## src/pkg/typeb_pkg.sv

```systemverilog
// shared constants for the type b parameter decoder
package typeb_pkg;
   // ************************************************
   // clock and timing
   // ************************************************
   localparam int          CLK_MHZ          = 25;
   localparam int          FWT_T_NS         = 302000;
   localparam int          FWI_MAX          = 14;
   // ************************************************
   // frame layout and codes
   // ************************************************
   localparam int          HDR_BYTES        = 5;
   localparam int          IDX_CLA          = 0;
   localparam int          IDX_INS          = 1;
   localparam int          IDX_P1           = 2;
   localparam int          IDX_P2           = 3;
   localparam int          IDX_LEN          = 4;
   localparam int          IDX_AFI          = 1;
   localparam logic [7:0]  CMD_REQB         = 8'h05;
   localparam logic [7:0]  CLA_OK           = 8'h00;
   localparam logic [7:0]  INS_SELECT       = 8'ha4;
   localparam logic [7:0]  INS_READ         = 8'hb0;
   localparam logic [7:0]  INS_WRITE        = 8'hd6;
   localparam logic [7:0]  AFI_ANY          = 8'h00;
   localparam logic [7:0]  ENC_BLOCK        = 8'h10;
   localparam logic [7:0]  ENC_IV_BYTES     = 8'h10;
   localparam logic [7:0]  ENC_OVERHEAD     = 8'h20;
   // ************************************************
   // status words
   // ************************************************
   localparam logic [15:0] SW_OK            = 16'h9000;
   localparam logic [15:0] SW_LEN_ERR       = 16'h6700;
   localparam logic [15:0] SW_P1P2_ERR      = 16'h6a86;
   localparam logic [15:0] SW_INS_ERR       = 16'h6d00;
   localparam logic [15:0] SW_CLA_ERR       = 16'h6e00;
   // ************************************************
   // register offsets
   // ************************************************
   localparam logic [7:0]  REG_CTRL         = 8'h00;
   localparam logic [7:0]  REG_AFI          = 8'h04;
   localparam logic [7:0]  REG_ID_LO        = 8'h08;
   localparam logic [7:0]  REG_ID_HI        = 8'h0c;
   localparam logic [7:0]  REG_PUPI         = 8'h10;
   localparam logic [7:0]  REG_RESULT       = 8'h14;
   localparam logic [7:0]  REG_XFER         = 8'h18;
   localparam logic [7:0]  REG_INT_STAT     = 8'h1c;
   localparam logic [7:0]  REG_INT_MASK     = 8'h20;
   localparam logic [7:0]  REG_RESP         = 8'h24;
   // ************************************************
   // fields and reset values
   // ************************************************
   localparam logic [3:0]  FWI_RESET        = 4'h0;
   localparam logic [7:0]  AFI_RESET        = 8'h00;
   localparam int          INT_BITS         = 4;
   localparam int          INT_FRAME        = 0;
   localparam int          INT_REQB         = 1;
   localparam int          INT_ERROR        = 2;
   localparam int          INT_FWT          = 3;
   localparam int          RES_MODE_LSB     = 16;
   localparam int          RES_ENC          = 19;
   localparam int          RES_TUNNEL       = 20;
   localparam int          RES_REQB         = 21;
   localparam int          RES_AFI_HIT      = 22;
   localparam int          XFER_OFF_LSB     = 16;
   localparam int          XFER_LEN_LSB     = 24;
endpackage

```

## src/pkg/frame_if.sv

```systemverilog
// header bytes out to the checker and its verdict back
`timescale 1ns/1ps
`default_nettype none
interface frame_if;
   logic [7:0]  hdr [0:4];
   logic [8:0]  byte_cnt;
   logic [7:0]  stored_afi;
   logic        is_reqb;
   logic        afi_match;
   logic [15:0] sw;
   logic [2:0]  mode;
   logic        enc;
   logic        tunnel;
   logic [11:0] addr;
   logic [7:0]  pay_off;
   logic [7:0]  pay_len;
   modport owner (output hdr, byte_cnt, stored_afi,
                  input  is_reqb, afi_match, sw, mode, enc, tunnel, addr, pay_off, pay_len);
   modport check (input  hdr, byte_cnt, stored_afi,
                  output is_reqb, afi_match, sw, mode, enc, tunnel, addr, pay_off, pay_len);
endinterface
`default_nettype wire

```

## src/design/apdu_checker.sv

```systemverilog
// combinational check of one received frame header
`timescale 1ns/1ps
`default_nettype none
module apdu_checker
   import typeb_pkg::*;
#(
   parameter logic [12:0] MEM_BYTES = 13'd4000,
   parameter logic [7:0]  SEL_P1    = 8'h04,
   parameter logic [7:0]  SEL_P2    = 8'h0c
) (
   frame_if.check f
);
   // ************************************************
   // field decode
   // ************************************************
   wire [7:0] req_afi  = f.hdr[IDX_AFI];
   wire [7:0] cla      = f.hdr[IDX_CLA];
   wire [7:0] ins      = f.hdr[IDX_INS];
   wire [7:0] p1       = f.hdr[IDX_P1];
   wire [7:0] p2       = f.hdr[IDX_P2];
   wire [7:0] len      = f.hdr[IDX_LEN];
   wire       is_rw    = (ins == INS_READ) || (ins == INS_WRITE);
   wire       is_sel   = (ins == INS_SELECT);
   wire [8:0] data_cnt = f.byte_cnt - 9'(HDR_BYTES);
   // RULE1 any-family request
   wire afi_any   = (req_afi == AFI_ANY);
   // RULE2 upper nibble match
   wire afi_hi    = (req_afi[3:0] == 4'h0) && (req_afi[7:4] == f.stored_afi[7:4]);
   // RULE3 lower nibble match
   wire afi_lo    = (req_afi[7:4] == 4'h0) && (req_afi[3:0] == f.stored_afi[3:0]);
   // RULE4 exact byte match
   wire afi_exact = (req_afi[7:4] != 4'h0) && (req_afi[3:0] != 4'h0)
                    && (req_afi == f.stored_afi);
   assign f.is_reqb   = (cla == CMD_REQB);
   assign f.afi_match = f.is_reqb && (afi_any || afi_hi || afi_lo || afi_exact);
   // RULE9 mode bits decode
   assign f.mode      = p1[6:4];
   assign f.tunnel    = p1[6];
   assign f.enc       = p1[5];
   // RULE7 address from p1 p2
   assign f.addr      = {p1[3:0], p2};
   // ************************************************
   // fault detection
   // ************************************************
   // RULE8 top bit rejected
   wire top_bad  = p1[7];
   // RULE10 reserved mode codes
   wire rsv_bad  = p1[4] && !p1[5];
   wire oor_bad  = {1'b0, f.addr} >= MEM_BYTES;
   // RULE11 encrypted address alignment
   wire aln_bad  = f.enc && (f.addr[3:0] != 4'h0);
   // RULE14 encrypted length alignment
   wire elen_bad = f.enc && (len[3:0] != 4'h0 || len < ENC_OVERHEAD);
   wire wlen_bad = (ins == INS_WRITE) && (data_cnt != {1'b0, len});
   wire sel_ok   = (p1 == SEL_P1) && (p2 == SEL_P2);
   // RULE12 plaintext all payload
   // RULE13 iv payload mac layout
   assign f.pay_off = f.enc ? ENC_IV_BYTES : 8'h00;
   assign f.pay_len = f.enc ? 8'(len - ENC_OVERHEAD) : len;
   always_comb begin
      if (cla != CLA_OK) begin
         f.sw = SW_CLA_ERR;
      end else if (is_sel) begin
         // RULE15 matching select answers normally
         f.sw = sel_ok ? SW_OK : SW_P1P2_ERR;
      end else if (!is_rw) begin
         f.sw = SW_INS_ERR;
      // RULE16 p1 p2 faults
      end else if (top_bad || rsv_bad || oor_bad || aln_bad) begin
         f.sw = SW_P1P2_ERR;
      // RULE17 length faults
      end else if (elen_bad || wlen_bad) begin
         f.sw = SW_LEN_ERR;
      end else begin
         f.sw = SW_OK;
      end
   end
endmodule
`default_nettype wire

```

## src/design/typeb_apdu_parameter_decoder.sv

```systemverilog
// type b frame receiver, parameter decoder and register slave
//
// How it works
// RULE1 - afi 0x00 always answers
// RULE2 - afi 0xY0 compares upper nibble
// RULE3 - afi 0x0Y compares lower nibble
// RULE4 - other afi needs exact match
// RULE5 - pupi is low four identifier bytes
// RULE6 - wait limit is T times 2^fwi
// RULE7 - address comes from p1 and p2
// RULE8 - p1 top bit set is rejected
// RULE9 - p1 bits 6..4 select link, cipher
// RULE10 - reserved mode codes give error
// RULE11 - encrypted addresses sixteen byte aligned
// RULE12 - plaintext data is all payload
// RULE13 - encrypted: iv, payload, mac blocks
// RULE14 - encrypted length must be sixteen multiple
// RULE15 - matching select gets normal completion
// RULE16 - p1 p2 faults answer 6a86
// RULE17 - length faults answer 6700
//
// Design decisions made here: the address map and the AHB-Lite interface to the registers.
`timescale 1ns/1ps
`default_nettype none
module typeb_apdu_parameter_decoder
   import typeb_pkg::*;
#(
   parameter int          FWT_T_CYCLES = FWT_T_NS * CLK_MHZ / 1000,
   parameter logic [12:0] MEM_BYTES    = 13'd4000,
   parameter logic [7:0]  SEL_P1       = 8'h04,
   parameter logic [7:0]  SEL_P2       = 8'h0c
) (
   input  wire logic        hclk,
   input  wire logic        hresetn,
   input  wire logic        hsel,
   input  wire logic [31:0] haddr,
   input  wire logic [1:0]  htrans,
   input  wire logic        hwrite,
   input  wire logic [2:0]  hsize,
   input  wire logic [31:0] hwdata,
   input  wire logic        hready,
   output logic             hreadyout,
   output logic             hresp,
   output logic [31:0]      hrdata,
   input  wire logic        link_clk,
   input  wire logic        link_frame,
   input  wire logic        link_data,
   output logic             reqb_answer,
   output logic             fwt_expired,
   output logic             irq
);
   // ************************************************
   // ahb address phase capture
   // ************************************************
   logic        wr_pend_q;
   logic [7:0]  wr_addr_q;
   logic [31:0] rdata_q;
   wire         ahb_go   = hsel && htrans[1] && hready;
   wire         ahb_rd   = ahb_go && !hwrite;
   wire [7:0]   ahb_off  = haddr[7:0];
   wire         wr_ctrl  = wr_pend_q && (wr_addr_q == REG_CTRL);
   wire         wr_afi   = wr_pend_q && (wr_addr_q == REG_AFI);
   wire         wr_idlo  = wr_pend_q && (wr_addr_q == REG_ID_LO);
   wire         wr_idhi  = wr_pend_q && (wr_addr_q == REG_ID_HI);
   wire         wr_stat  = wr_pend_q && (wr_addr_q == REG_INT_STAT);
   wire         wr_mask  = wr_pend_q && (wr_addr_q == REG_INT_MASK);
   wire         wr_resp  = wr_pend_q && (wr_addr_q == REG_RESP);
   assign hreadyout = 1'b1;
   assign hresp     = 1'b0;
   assign hrdata    = rdata_q;

   always_ff @(posedge hclk or negedge hresetn) begin
      if (!hresetn) begin
         wr_pend_q <= 1'b0;
         wr_addr_q <= 8'h00;
      end else begin
         wr_pend_q <= ahb_go && hwrite && (haddr[31:8] == 24'h000000);
         wr_addr_q <= ahb_off;
      end
   end

   // ************************************************
   // software registers
   // ************************************************
   logic [3:0]          fwi_q;
   logic [7:0]          afi_q;
   logic [63:0]         sysid_q;
   logic [INT_BITS-1:0] mask_q;

   always_ff @(posedge hclk or negedge hresetn) begin
      if (!hresetn) begin
         fwi_q   <= FWI_RESET;
         afi_q   <= AFI_RESET;
         sysid_q <= 64'h0000000000000000;
         mask_q  <= '0;
      end else begin
         if (wr_ctrl) begin
            fwi_q <= (hwdata[3:0] > 4'(FWI_MAX)) ? 4'(FWI_MAX) : hwdata[3:0];
         end
         if (wr_afi) begin
            afi_q <= hwdata[7:0];
         end
         if (wr_idlo) begin
            sysid_q[31:0] <= hwdata;
         end
         if (wr_idhi) begin
            sysid_q[63:32] <= hwdata;
         end
         if (wr_mask) begin
            mask_q <= hwdata[INT_BITS-1:0];
         end
      end
   end

   // ************************************************
   // link input synchronisers
   // ************************************************
   logic [2:0] clk_s_q;
   logic [2:0] frm_s_q;
   logic [1:0] dat_s_q;

   always_ff @(posedge hclk or negedge hresetn) begin
      if (!hresetn) begin
         clk_s_q <= 3'h0;
         frm_s_q <= 3'h0;
         dat_s_q <= 2'h0;
      end else begin
         clk_s_q <= {clk_s_q[1:0], link_clk};
         frm_s_q <= {frm_s_q[1:0], link_frame};
         dat_s_q <= {dat_s_q[0], link_data};
      end
   end

   wire link_rise  = clk_s_q[1] && !clk_s_q[2];
   wire frame_on   = frm_s_q[1];
   wire frame_beg  = frm_s_q[1] && !frm_s_q[2];
   wire frame_end  = !frm_s_q[1] && frm_s_q[2];
   wire bit_take   = frame_on && link_rise;

   // ************************************************
   // byte assembly, msb first
   // ************************************************
   logic [7:0] shift_q;
   logic [2:0] bit_cnt_q;
   logic [8:0] byte_cnt_q;
   logic [7:0] hdr_q [0:HDR_BYTES-1];
   wire  [7:0] shift_d   = {shift_q[6:0], dat_s_q[1]};
   wire        byte_done = bit_take && (bit_cnt_q == 3'h7);

   always_ff @(posedge hclk or negedge hresetn) begin
      if (!hresetn) begin
         shift_q    <= 8'h00;
         bit_cnt_q  <= 3'h0;
         byte_cnt_q <= 9'h000;
      end else if (frame_beg) begin
         bit_cnt_q  <= 3'h0;
         byte_cnt_q <= 9'h000;
      end else if (bit_take) begin
         shift_q   <= shift_d;
         bit_cnt_q <= bit_cnt_q + 3'h1;
         if (byte_done && byte_cnt_q != 9'h1ff) begin
            byte_cnt_q <= byte_cnt_q + 9'h001;
         end
      end
   end

   genvar gi;
   generate
      for (gi = 0; gi < HDR_BYTES; gi++) begin : g_hdr
         always_ff @(posedge hclk or negedge hresetn) begin
            if (!hresetn) begin
               hdr_q[gi] <= 8'h00;
            end else if (frame_beg) begin
               hdr_q[gi] <= 8'h00;
            end else if (byte_done && byte_cnt_q == 9'(gi)) begin
               hdr_q[gi] <= shift_d;
            end
         end
      end
   endgenerate

   // ************************************************
   // header check
   // ************************************************
   frame_if fr ();
   assign fr.hdr        = hdr_q;
   assign fr.byte_cnt   = byte_cnt_q;
   assign fr.stored_afi = afi_q;

   apdu_checker #(
      .MEM_BYTES (MEM_BYTES),
      .SEL_P1    (SEL_P1),
      .SEL_P2    (SEL_P2)
   ) u_check (
      .f (fr.check)
   );

   // ************************************************
   // result capture at frame end
   // ************************************************
   logic [31:0] result_q;
   logic [31:0] xfer_q;
   logic        reqb_q;
   wire         cmd_err  = !fr.is_reqb && (fr.sw != SW_OK);
   wire         is_cmd   = !fr.is_reqb;

   always_ff @(posedge hclk or negedge hresetn) begin
      if (!hresetn) begin
         result_q <= 32'h00000000;
         xfer_q   <= 32'h00000000;
         reqb_q   <= 1'b0;
      end else if (frame_beg) begin
         reqb_q <= 1'b0;
      end else if (frame_end) begin
         // RULE1 answer on afi match
         reqb_q   <= fr.afi_match;
         // RULE16 status word capture
         result_q <= {9'h000, fr.afi_match, fr.is_reqb, fr.tunnel, fr.enc, fr.mode,
                      fr.is_reqb ? 16'h0000 : fr.sw};
         // RULE13 payload window report
         xfer_q   <= {fr.pay_len, fr.pay_off, 4'h0, fr.addr};
      end
   end
   assign reqb_answer = reqb_q;

   // ************************************************
   // frame waiting timer
   // ************************************************
   logic [31:0] fwt_cnt_q;
   logic        fwt_run_q;
   logic        fwt_exp_q;
   wire  [3:0]  fwi_eff   = (fwi_q > 4'(FWI_MAX)) ? 4'(FWI_MAX) : fwi_q;
   // RULE6 limit is base shifted by fwi
   wire  [31:0] fwt_limit = 32'(FWT_T_CYCLES) << fwi_eff;
   wire         fwt_hit   = fwt_run_q && (fwt_cnt_q >= fwt_limit - 32'h1);

   always_ff @(posedge hclk or negedge hresetn) begin
      if (!hresetn) begin
         fwt_cnt_q <= 32'h00000000;
         fwt_run_q <= 1'b0;
         fwt_exp_q <= 1'b0;
      end else if (frame_end && is_cmd) begin
         fwt_cnt_q <= 32'h00000000;
         fwt_run_q <= 1'b1;
         fwt_exp_q <= 1'b0;
      end else if (wr_resp || frame_beg) begin
         fwt_run_q <= 1'b0;
      end else if (fwt_hit) begin
         fwt_run_q <= 1'b0;
         fwt_exp_q <= 1'b1;
      end else if (fwt_run_q) begin
         fwt_cnt_q <= fwt_cnt_q + 32'h1;
      end
   end
   assign fwt_expired = fwt_exp_q;

   // ************************************************
   // interrupt status, mask and line
   // ************************************************
   logic [INT_BITS-1:0] stat_q;
   logic                irq_q;
   logic [INT_BITS-1:0] ev_set;
   wire  [INT_BITS-1:0] ev_clr = wr_stat ? hwdata[INT_BITS-1:0] : '0;

   always_comb begin
      ev_set            = '0;
      ev_set[INT_FRAME] = frame_end && is_cmd;
      ev_set[INT_REQB]  = frame_end && fr.afi_match;
      ev_set[INT_ERROR] = frame_end && cmd_err;
      ev_set[INT_FWT]   = fwt_hit;
   end

   always_ff @(posedge hclk or negedge hresetn) begin
      if (!hresetn) begin
         stat_q <= '0;
         irq_q  <= 1'b0;
      end else begin
         stat_q <= (stat_q & ~ev_clr) | ev_set;
         irq_q  <= |(((stat_q & ~ev_clr) | ev_set) & mask_q);
      end
   end
   assign irq = irq_q;

   // ************************************************
   // read data mux
   // ************************************************
   logic [31:0] rd_mux;

   always_comb begin
      rd_mux = 32'h00000000;
      if (haddr[31:8] == 24'h000000) begin
         unique case (ahb_off)
            REG_CTRL:     rd_mux = {28'h0000000, fwi_q};
            REG_AFI:      rd_mux = {24'h000000, afi_q};
            REG_ID_LO:    rd_mux = sysid_q[31:0];
            REG_ID_HI:    rd_mux = sysid_q[63:32];
            // RULE5 pupi from low identifier bytes
            REG_PUPI:     rd_mux = sysid_q[31:0];
            REG_RESULT:   rd_mux = result_q;
            REG_XFER:     rd_mux = xfer_q;
            REG_INT_STAT: rd_mux = {28'h0000000, stat_q};
            REG_INT_MASK: rd_mux = {28'h0000000, mask_q};
            default:      rd_mux = 32'h00000000;
         endcase
      end
   end

   always_ff @(posedge hclk or negedge hresetn) begin
      if (!hresetn) begin
         rdata_q <= 32'h00000000;
      end else if (ahb_rd) begin
         rdata_q <= rd_mux;
      end
   end
endmodule
`default_nettype wire

```

## config.mk

```make
export PLATFORM = sky130hd
export DESIGN_NAME = typeb_apdu_parameter_decoder
export DESIGN_NICKNAME = d
export VERILOG_FILES = /design/src/pkg/typeb_pkg.sv /design/src/pkg/frame_if.sv /design/src/design/apdu_checker.sv /design/src/design/typeb_apdu_parameter_decoder.sv
export SDC_FILE = /design/constraint.sdc
export NUM_CORES = 1
export LEC_CHECK = 0
export BUFFER_PORTS_ARGS = -buffer_cell sky130_fd_sc_hd__buf_4
export CAP_MARGIN = 20
export CELL_PAD_IN_SITES_DETAIL_PLACEMENT = 2
export CELL_PAD_IN_SITES_GLOBAL_PLACEMENT = 2
export CORE_MARGIN = 8
export CORE_UTILIZATION = 39
export DETAILED_ROUTE_END_ITERATION = 6
export PLACE_DENSITY_LB_ADDON = 0.1
export SLEW_MARGIN = 15
export SYNTH_ARGS = -nofsm -noshare
export SYNTH_HDL_FRONTEND = slang
export SYNTH_SLANG_ARGS = --single-unit
```

## constraint.sdc

```tcl
create_clock -name hclk -period 4.8 [get_ports hclk]
set_clock_uncertainty 0.15 [all_clocks]
set_input_delay 0.72 -clock hclk [delete_from_list [all_inputs] [get_ports hclk]]
set_output_delay 0.72 -clock hclk [all_outputs]
set_load 0.005 [all_outputs]
```

After elaboration in Yosys (flattened, before gate mapping)
Index checks and enable logic that the tools add are counted.
{"block": "totals", "wordCells": 202, "inputBits": 77, "output_inout_bits": 37, "register_bits": 279}
{"block": "op_classes", "muxes": 41, "shifts": 1, "n_lt_le_gt_ge": 5, "n_reduce_logical": 84, "addsub": 6, "eq_ne": 33, "bitwise": 5}
{"operator": "$pmux W32 S8", "n": 1}
{"operator": "$mux W32", "n": 5}
{"operator": "$mux W16", "n": 7}
{"operator": "$mux W8", "n": 11}
{"operator": "$eq A8 B4 Y1 const B", "n": 5}
{"operator": "$eq A8 B5 Y1 const B", "n": 5}
{"operator": "$logic_and A1 B1 Y1", "n": 38}
{"operator": "$add A32 B1 Y32 const B", "n": 1}
{"operator": "$eq A8 B3 Y1 const B", "n": 4}
{"operator": "$ge A32 B32 Y1", "n": 1}
{"operator": "$shl A13 B4 Y32 const A", "n": 1}
{"operator": "$sub A32 B1 Y32 const B", "n": 1}
{"operator": "$mux W9", "n": 3}
{"operator": "$eq A8 B6 Y1 const B", "n": 3}
{"operator": "$eq A8 B8 Y1 const B", "n": 3}
{"operator": "$logic_not A24 Y1", "n": 1}
{"operator": "$logic_not A8 Y1", "n": 3}
{"operator": "$reduce_bool A2 Y1", "n": 10}
{"operator": "$eq A9 B2 Y1 const B", "n": 2}
{"operator": "$ne A16 B16 Y1 const B", "n": 1}
{"operator": "$reduce_bool A4 Y1", "n": 4}
{"operator": "$ge A12 B12 Y1 const B", "n": 1}
{"operator": "$mux W4", "n": 3}
{"operator": "$logic_or A1 B1 Y1", "n": 10}
{"operator": "other kinds (31)", "n": 51}

Logic depth before layout (Yosys ltp)
{"block": "depth", "ltp_word": 15, "depth_mapped": 19, "depth_no_buf": 15}

By module
From an unflattened synthesis, not the netlist that was laid out.
{"block": "unflattened", "hier_cells": 1364, "hier_area_um2": 14453.9}
{"mod": "typeb_apdu_parameter_decoder", "seq_area_each_um2": 6981.7, "cells_each": 1210, "area_per_inst_um2": 13410.4, "instances": 1}
{"mod": "apdu_checker", "seq_area_each_um2": 0.0, "cells_each": 154, "area_per_inst_um2": 1043.5, "instances": 1}

Least setup slack after synthesis
OpenSTA, ideal clock, no wires.
{"block": "synth_path", "kind": "reg2reg", "from": "register fwi_q[0]", "to": "register fwt_cnt_q[17]", "synth_period_minus_slack_ns": 4.081, "setup_slack_ns": 0.719, "required_time_ns": 4.514, "setup_ns": 0.136, "stages_incl_launch_ff": 20, "t_arrival_ns": 3.795, "n_path_buf": 4, "cell_sequence": "dfrtp_1 > clkbuf_1 > or2_2 > clkbuf_1 > or3_1 > ha_1 > clkbuf_1 > nand2b_1 > nor2b_1 > o21ai_0 > o21ai_0 > ha_1 > a21o_1 > a21oi_1 > o2111ai_1 > o21ai_0 > nand2_1 > clkbuf_1 > o41ai_1 > a21oi_1"}
{"block": "synth_via", "elab_chain_cells": 8}
{"element": "start, declared", "line_no": "typeb_apdu_parameter_decoder.sv:85", "text": "logic [3:0] fwi_q;"}
{"element": "start signal, assigned", "line_no": "typeb_apdu_parameter_decoder.sv:98", "text": "fwi_q <= (hwdata[3:0] > 4'(FWI_MAX)) ? 4'(FWI_MAX) : hwdata[3:0];"}
{"element": "$gt A4 B4 Y1", "line_no": "typeb_apdu_parameter_decoder.sv:232", "text": "wire [3:0] fwi_eff = (fwi_q > 4'(FWI_MAX)) ? 4'(FWI_MAX) : fwi_q;"}
{"element": "$mux W4 (*)", "line_no": "typeb_apdu_parameter_decoder.sv:232"}
{"element": "$shl A13 B4 Y32 (*)", "line_no": "typeb_apdu_parameter_decoder.sv:234", "text": "wire [31:0] fwt_limit = 32'(FWT_T_CYCLES) << fwi_eff;"}
{"element": "$sub A32 B1 Y32 (*)", "line_no": "typeb_apdu_parameter_decoder.sv:235", "text": "wire fwt_hit = fwt_run_q && (fwt_cnt_q >= fwt_limit - 32'h1);"}
{"element": "$ge A32 B32 Y1 (*)", "line_no": "typeb_apdu_parameter_decoder.sv:235"}
{"element": "$logic_and A1 B1 Y1 (*)", "line_no": "typeb_apdu_parameter_decoder.sv:235"}
{"element": "$ne A2 B1 Y1 (no line) (*)"}
{"element": "$reduce_and A3 Y1 (no line) (*)"}
{"element": "end signal, assigned", "line_no": "typeb_apdu_parameter_decoder.sv:252", "text": "fwt_cnt_q <= fwt_cnt_q + 32'h1;"}
{"element": "end, declared", "line_no": "typeb_apdu_parameter_decoder.sv:229", "text": "logic [31:0] fwt_cnt_q;"}
Every way passes the cells marked *; elsewhere a longest branch is shown, timed or not.
A chain may end at the register's enable or synchronous reset.

Final worst setup path
{"block": "layout_path", "from": "register fwi_q[1]", "to": "register fwt_cnt_q[17]"}
The elaborated chain is that of the path after synthesis.

==> results by group <==
Power
  – Power per cell area: 336.6 nW/µm²
  – Total power: 5.215 mW
  – Lkg Pwr: 6.855 nW
  – Maximum VDD drop: 0.2550 mV

CTS
  – Post-CTS Hold Buffers: 0
  – Skew-Pair Late Insertion Delay: 570 ps
  – Post-CTS Setup Inserts: 0
  – TritonCTS clock tree: done
  – Post-CTS resize count: 0
  – CTS clk-pin slew, worst paths: 60 ps
  – Num CTS Buffers: 31
  – Clock Tree Root: clkbuf_16
  – CTS H-tree depth: 1
  – Clock sink count: 260
  – Clock buffer depth: 3

Timing
  – Slew Viols, Final: 0
  – Final Hold Fails: 0
  – Hold slack: 23.43 ps
  – Post-layout min period: 4364 ps
  – Max Freq: 0.2291 GHz
  – Final WS setup: 435.8 ps
  – Relative slew margins: 0.3745
  – Finish-stage setup viols: 0
  – Worst-Margin Slew: 931.9 ps
  – TNS Setup: 0 ps
  – RSZ-0062 raised after global routing: no
  – Final Cycle Share: 0.9092

Synth
  – Synthesis warning total: 0
  – Synth Register Bits: 260
  – Post-synth EDFFs: 0
  – Sequential area share after synthesis: 0.4955
  – Mean post-synth cell area: 10.41 µm²
  – Most common flop cell mapped by yosys: dfrtp_1
  – Async S/R FF share, synth: 1.000
  – Mapped cell area: 13,130 µm²
  – Synth cell types: 73
  – Post-Synthesis Cells: 1,261

Global routing
  – All-Layer GR Usage: 0.2077
  – Vias in the first global route: 11,630
  – Initial antenna violation count: 0
  – First-pass GRT wire length: 66.05 mm
  – Total congestion overflow: 0
  – Largest net degree at the start of global routing: 103

Floorplanning
  – Die area: 39,800 µm²
  – Row Count: 67
  – Placeable Area: 33,360 µm²
  – Die height: 199.5 µm
  – Initial Utilization: 0.3936
  – Die W: 199.5 µm
  – I/O Pins: 114

Status
  – Outcome: finished clean

Setup path
  – Crit path required time: 5060 ps
  – Worst flop-to-flop path startpoint: fwi_q[1]
  – Worst setup SP type: register
  – Cell Chain, Critical Path: or2_2 > or3_1 > ha_1 > nand2b_1 > nor2b_1 > o21ai_0 > o21ai_0 > ha_1 > a21o_1 > a21oi_1 > o2111ai_1 > o21ai_0 > nand2_1 > buf_4 > o41ai_1 > a21oi_1
  – Most used cell, CP: o21ai_0
  – Worst Setup SP: fwi_q[1]
  – Worst Path Arrival: 4620 ps
  – Slowest CP cell: dfrtp_1
  – Largest fanout on the critical path: 17
  – Worst Setup Path Type: reg2reg
  – Slowest cell delay on critical path: 380 ps
  – Critical Path End Type: register

Routing
  – Pre-antenna DRT Iters: 5
  – Antenna viol nets, final: 0
  – Routed vias: 10,480
  – Final wirelength: 41.22 mm
  – WL/cell: 22.61 µm
  – DRC viols: 0
  – 1st-iter DRT viols: 485
  – Via-to-Cell Ratio: 5.749

Placed design
  – Final Wtd Congestion: 0.8003
  – Post-DP HPWL: 28.96 mm
  – Pre-CTS setup slack: 468.6 ps
  – Placed Instances: 1,765
  – Input/output buffers: 107
  – Area post-placement: 14,410 µm²

Cells and area
  – Share of layout cells above drive strength 1: 0.2247
  – Most frequent cells in the layout: dfrtp_1, nand2_1, buf_4
  – Fin util: 0.4644
  – Final instance area: 15,490 µm²
  – Fin nets: 1,472
  – Antenna Cells: 0
  – Most common cell after layout, fill and taps aside: dfrtp_1
  – Final std cells w/o fill: 1,823
  – Area delta synth->final: 17.99%

Min path
  – Worst hold path type: in2async

Job
  – Max-capacitance violation count: 0
cells by family (layout without fill, tap and decap cells):
kind of cell / after synthesis / count (layout) / synth area share
DFF: 260 / 260 / 0.4955
buffers and inverters: 101 / 210 / 0.03068
muxes: 140 / 140 / 0.1191
and+or+nand+nor: 425 / 425 / 0.1654
xor gates and xnor gates: 37 / 37 / 0.02468
AOI/OAI and AO/OA: 252 / 252 / 0.1222
other: 2 / 7 / 0.0005719
adders and majority gates: 44 / 44 / 0.04192
path summary, 6_finish.rpt:
path                            endpoint  slack (ps)  cells after the start
hold / removal             fwt_cnt_q[21]          20                      1
setup reg to reg           fwt_cnt_q[17]         440                     16
setup / recovery           fwt_cnt_q[17]         440                     16
hold reg to reg               clk_s_q[1]         190                      0
min in group hclk             dat_s_q[0]         100                      1
max in group asynchronous   fwt_cnt_q[7]        3290                      2
routing by layer:
metal / share of wire / GRT usage / wire length, µm / up-vias
li1: - / - / - / 4762
met1: 0.43 / 0.2672 / 17730 / 5479
met2: 0.51 / 0.3640 / 21190 / 167
met3: 0.032 / 0.02408 / 1309 / 73
met4: 0.024 / 0.05940 / 995 / 0
met5: 0 / 0 / 0 / -
critical path, delay by kind of cell (launching register included):
family                   cells  cell delay (ps)
AO/OA/AOI/OAI                8             1400
adder cells (fa/ha/maj)      2              590
buffers and inverters        1              280
flip-flops                   1              380
AND/OR/NAND/NOR              5             1390
sequential cells by signal, summed over array words and instances (netlist names):
name         count
fwt_expired      1
dat_s_q          2
wr_pend_q        1
shift_q          7
result_q        12
frm_s_q          3
fr.hdr          40
afi_q            8
stat_q           4
mask_q           4
byte_cnt_q       9
wr_addr_q        8
fwt_run_q        1
irq              1
clk_s_q          3
bit_cnt_q        3
fwt_cnt_q       32
sysid_q         64
reqb_answer      1
xfer_q          20
hrdata          32
fwi_q            4
power by group:
part	switching (mW)	internal (mW)
Combinational	0.220	0.154
Clock	0.941	1.50
Sequential	0.120	2.28
synthesized netlist by cell type, drive strengths merged, types with 8 or more instances:
master	n	share of area
mux2	110	0.094
ha	44	0.042
inv	24	0.0069
mux2i	28	0.021
a221oi	8	0.0053
nor3	16	0.0070
and3	16	0.0076
nand2b	12	0.0057
or3	24	0.011
xnor2	27	0.018
o21ai	78	0.030
a21oi	79	0.031
clkbuf	58	0.017
nand3	50	0.019
nor2b	10	0.0048
nand2	127	0.036
and2	13	0.0062
a222oi	23	0.018
nor4	17	0.0092
nor2	78	0.022
xor2	10	0.0067
nand4	27	0.013
buf	19	0.0072
dfrtp	260	0.50
final cells by class:
| type | instances | area, µm² |
|---|---|---|
| fill | 3534 | 17870 |
| multi-input combinational | 905 | 6255 |
| tap | 448 | 560.5 |
| clock inverter | 8 | 130.1 |
| inverter | 24 | 90.09 |
| clock buffer | 49 | 943.4 |
| sequential | 260 | 6506 |
| timing repair buffer | 129 | 1008 |
(Power assumes the default switching activity.)
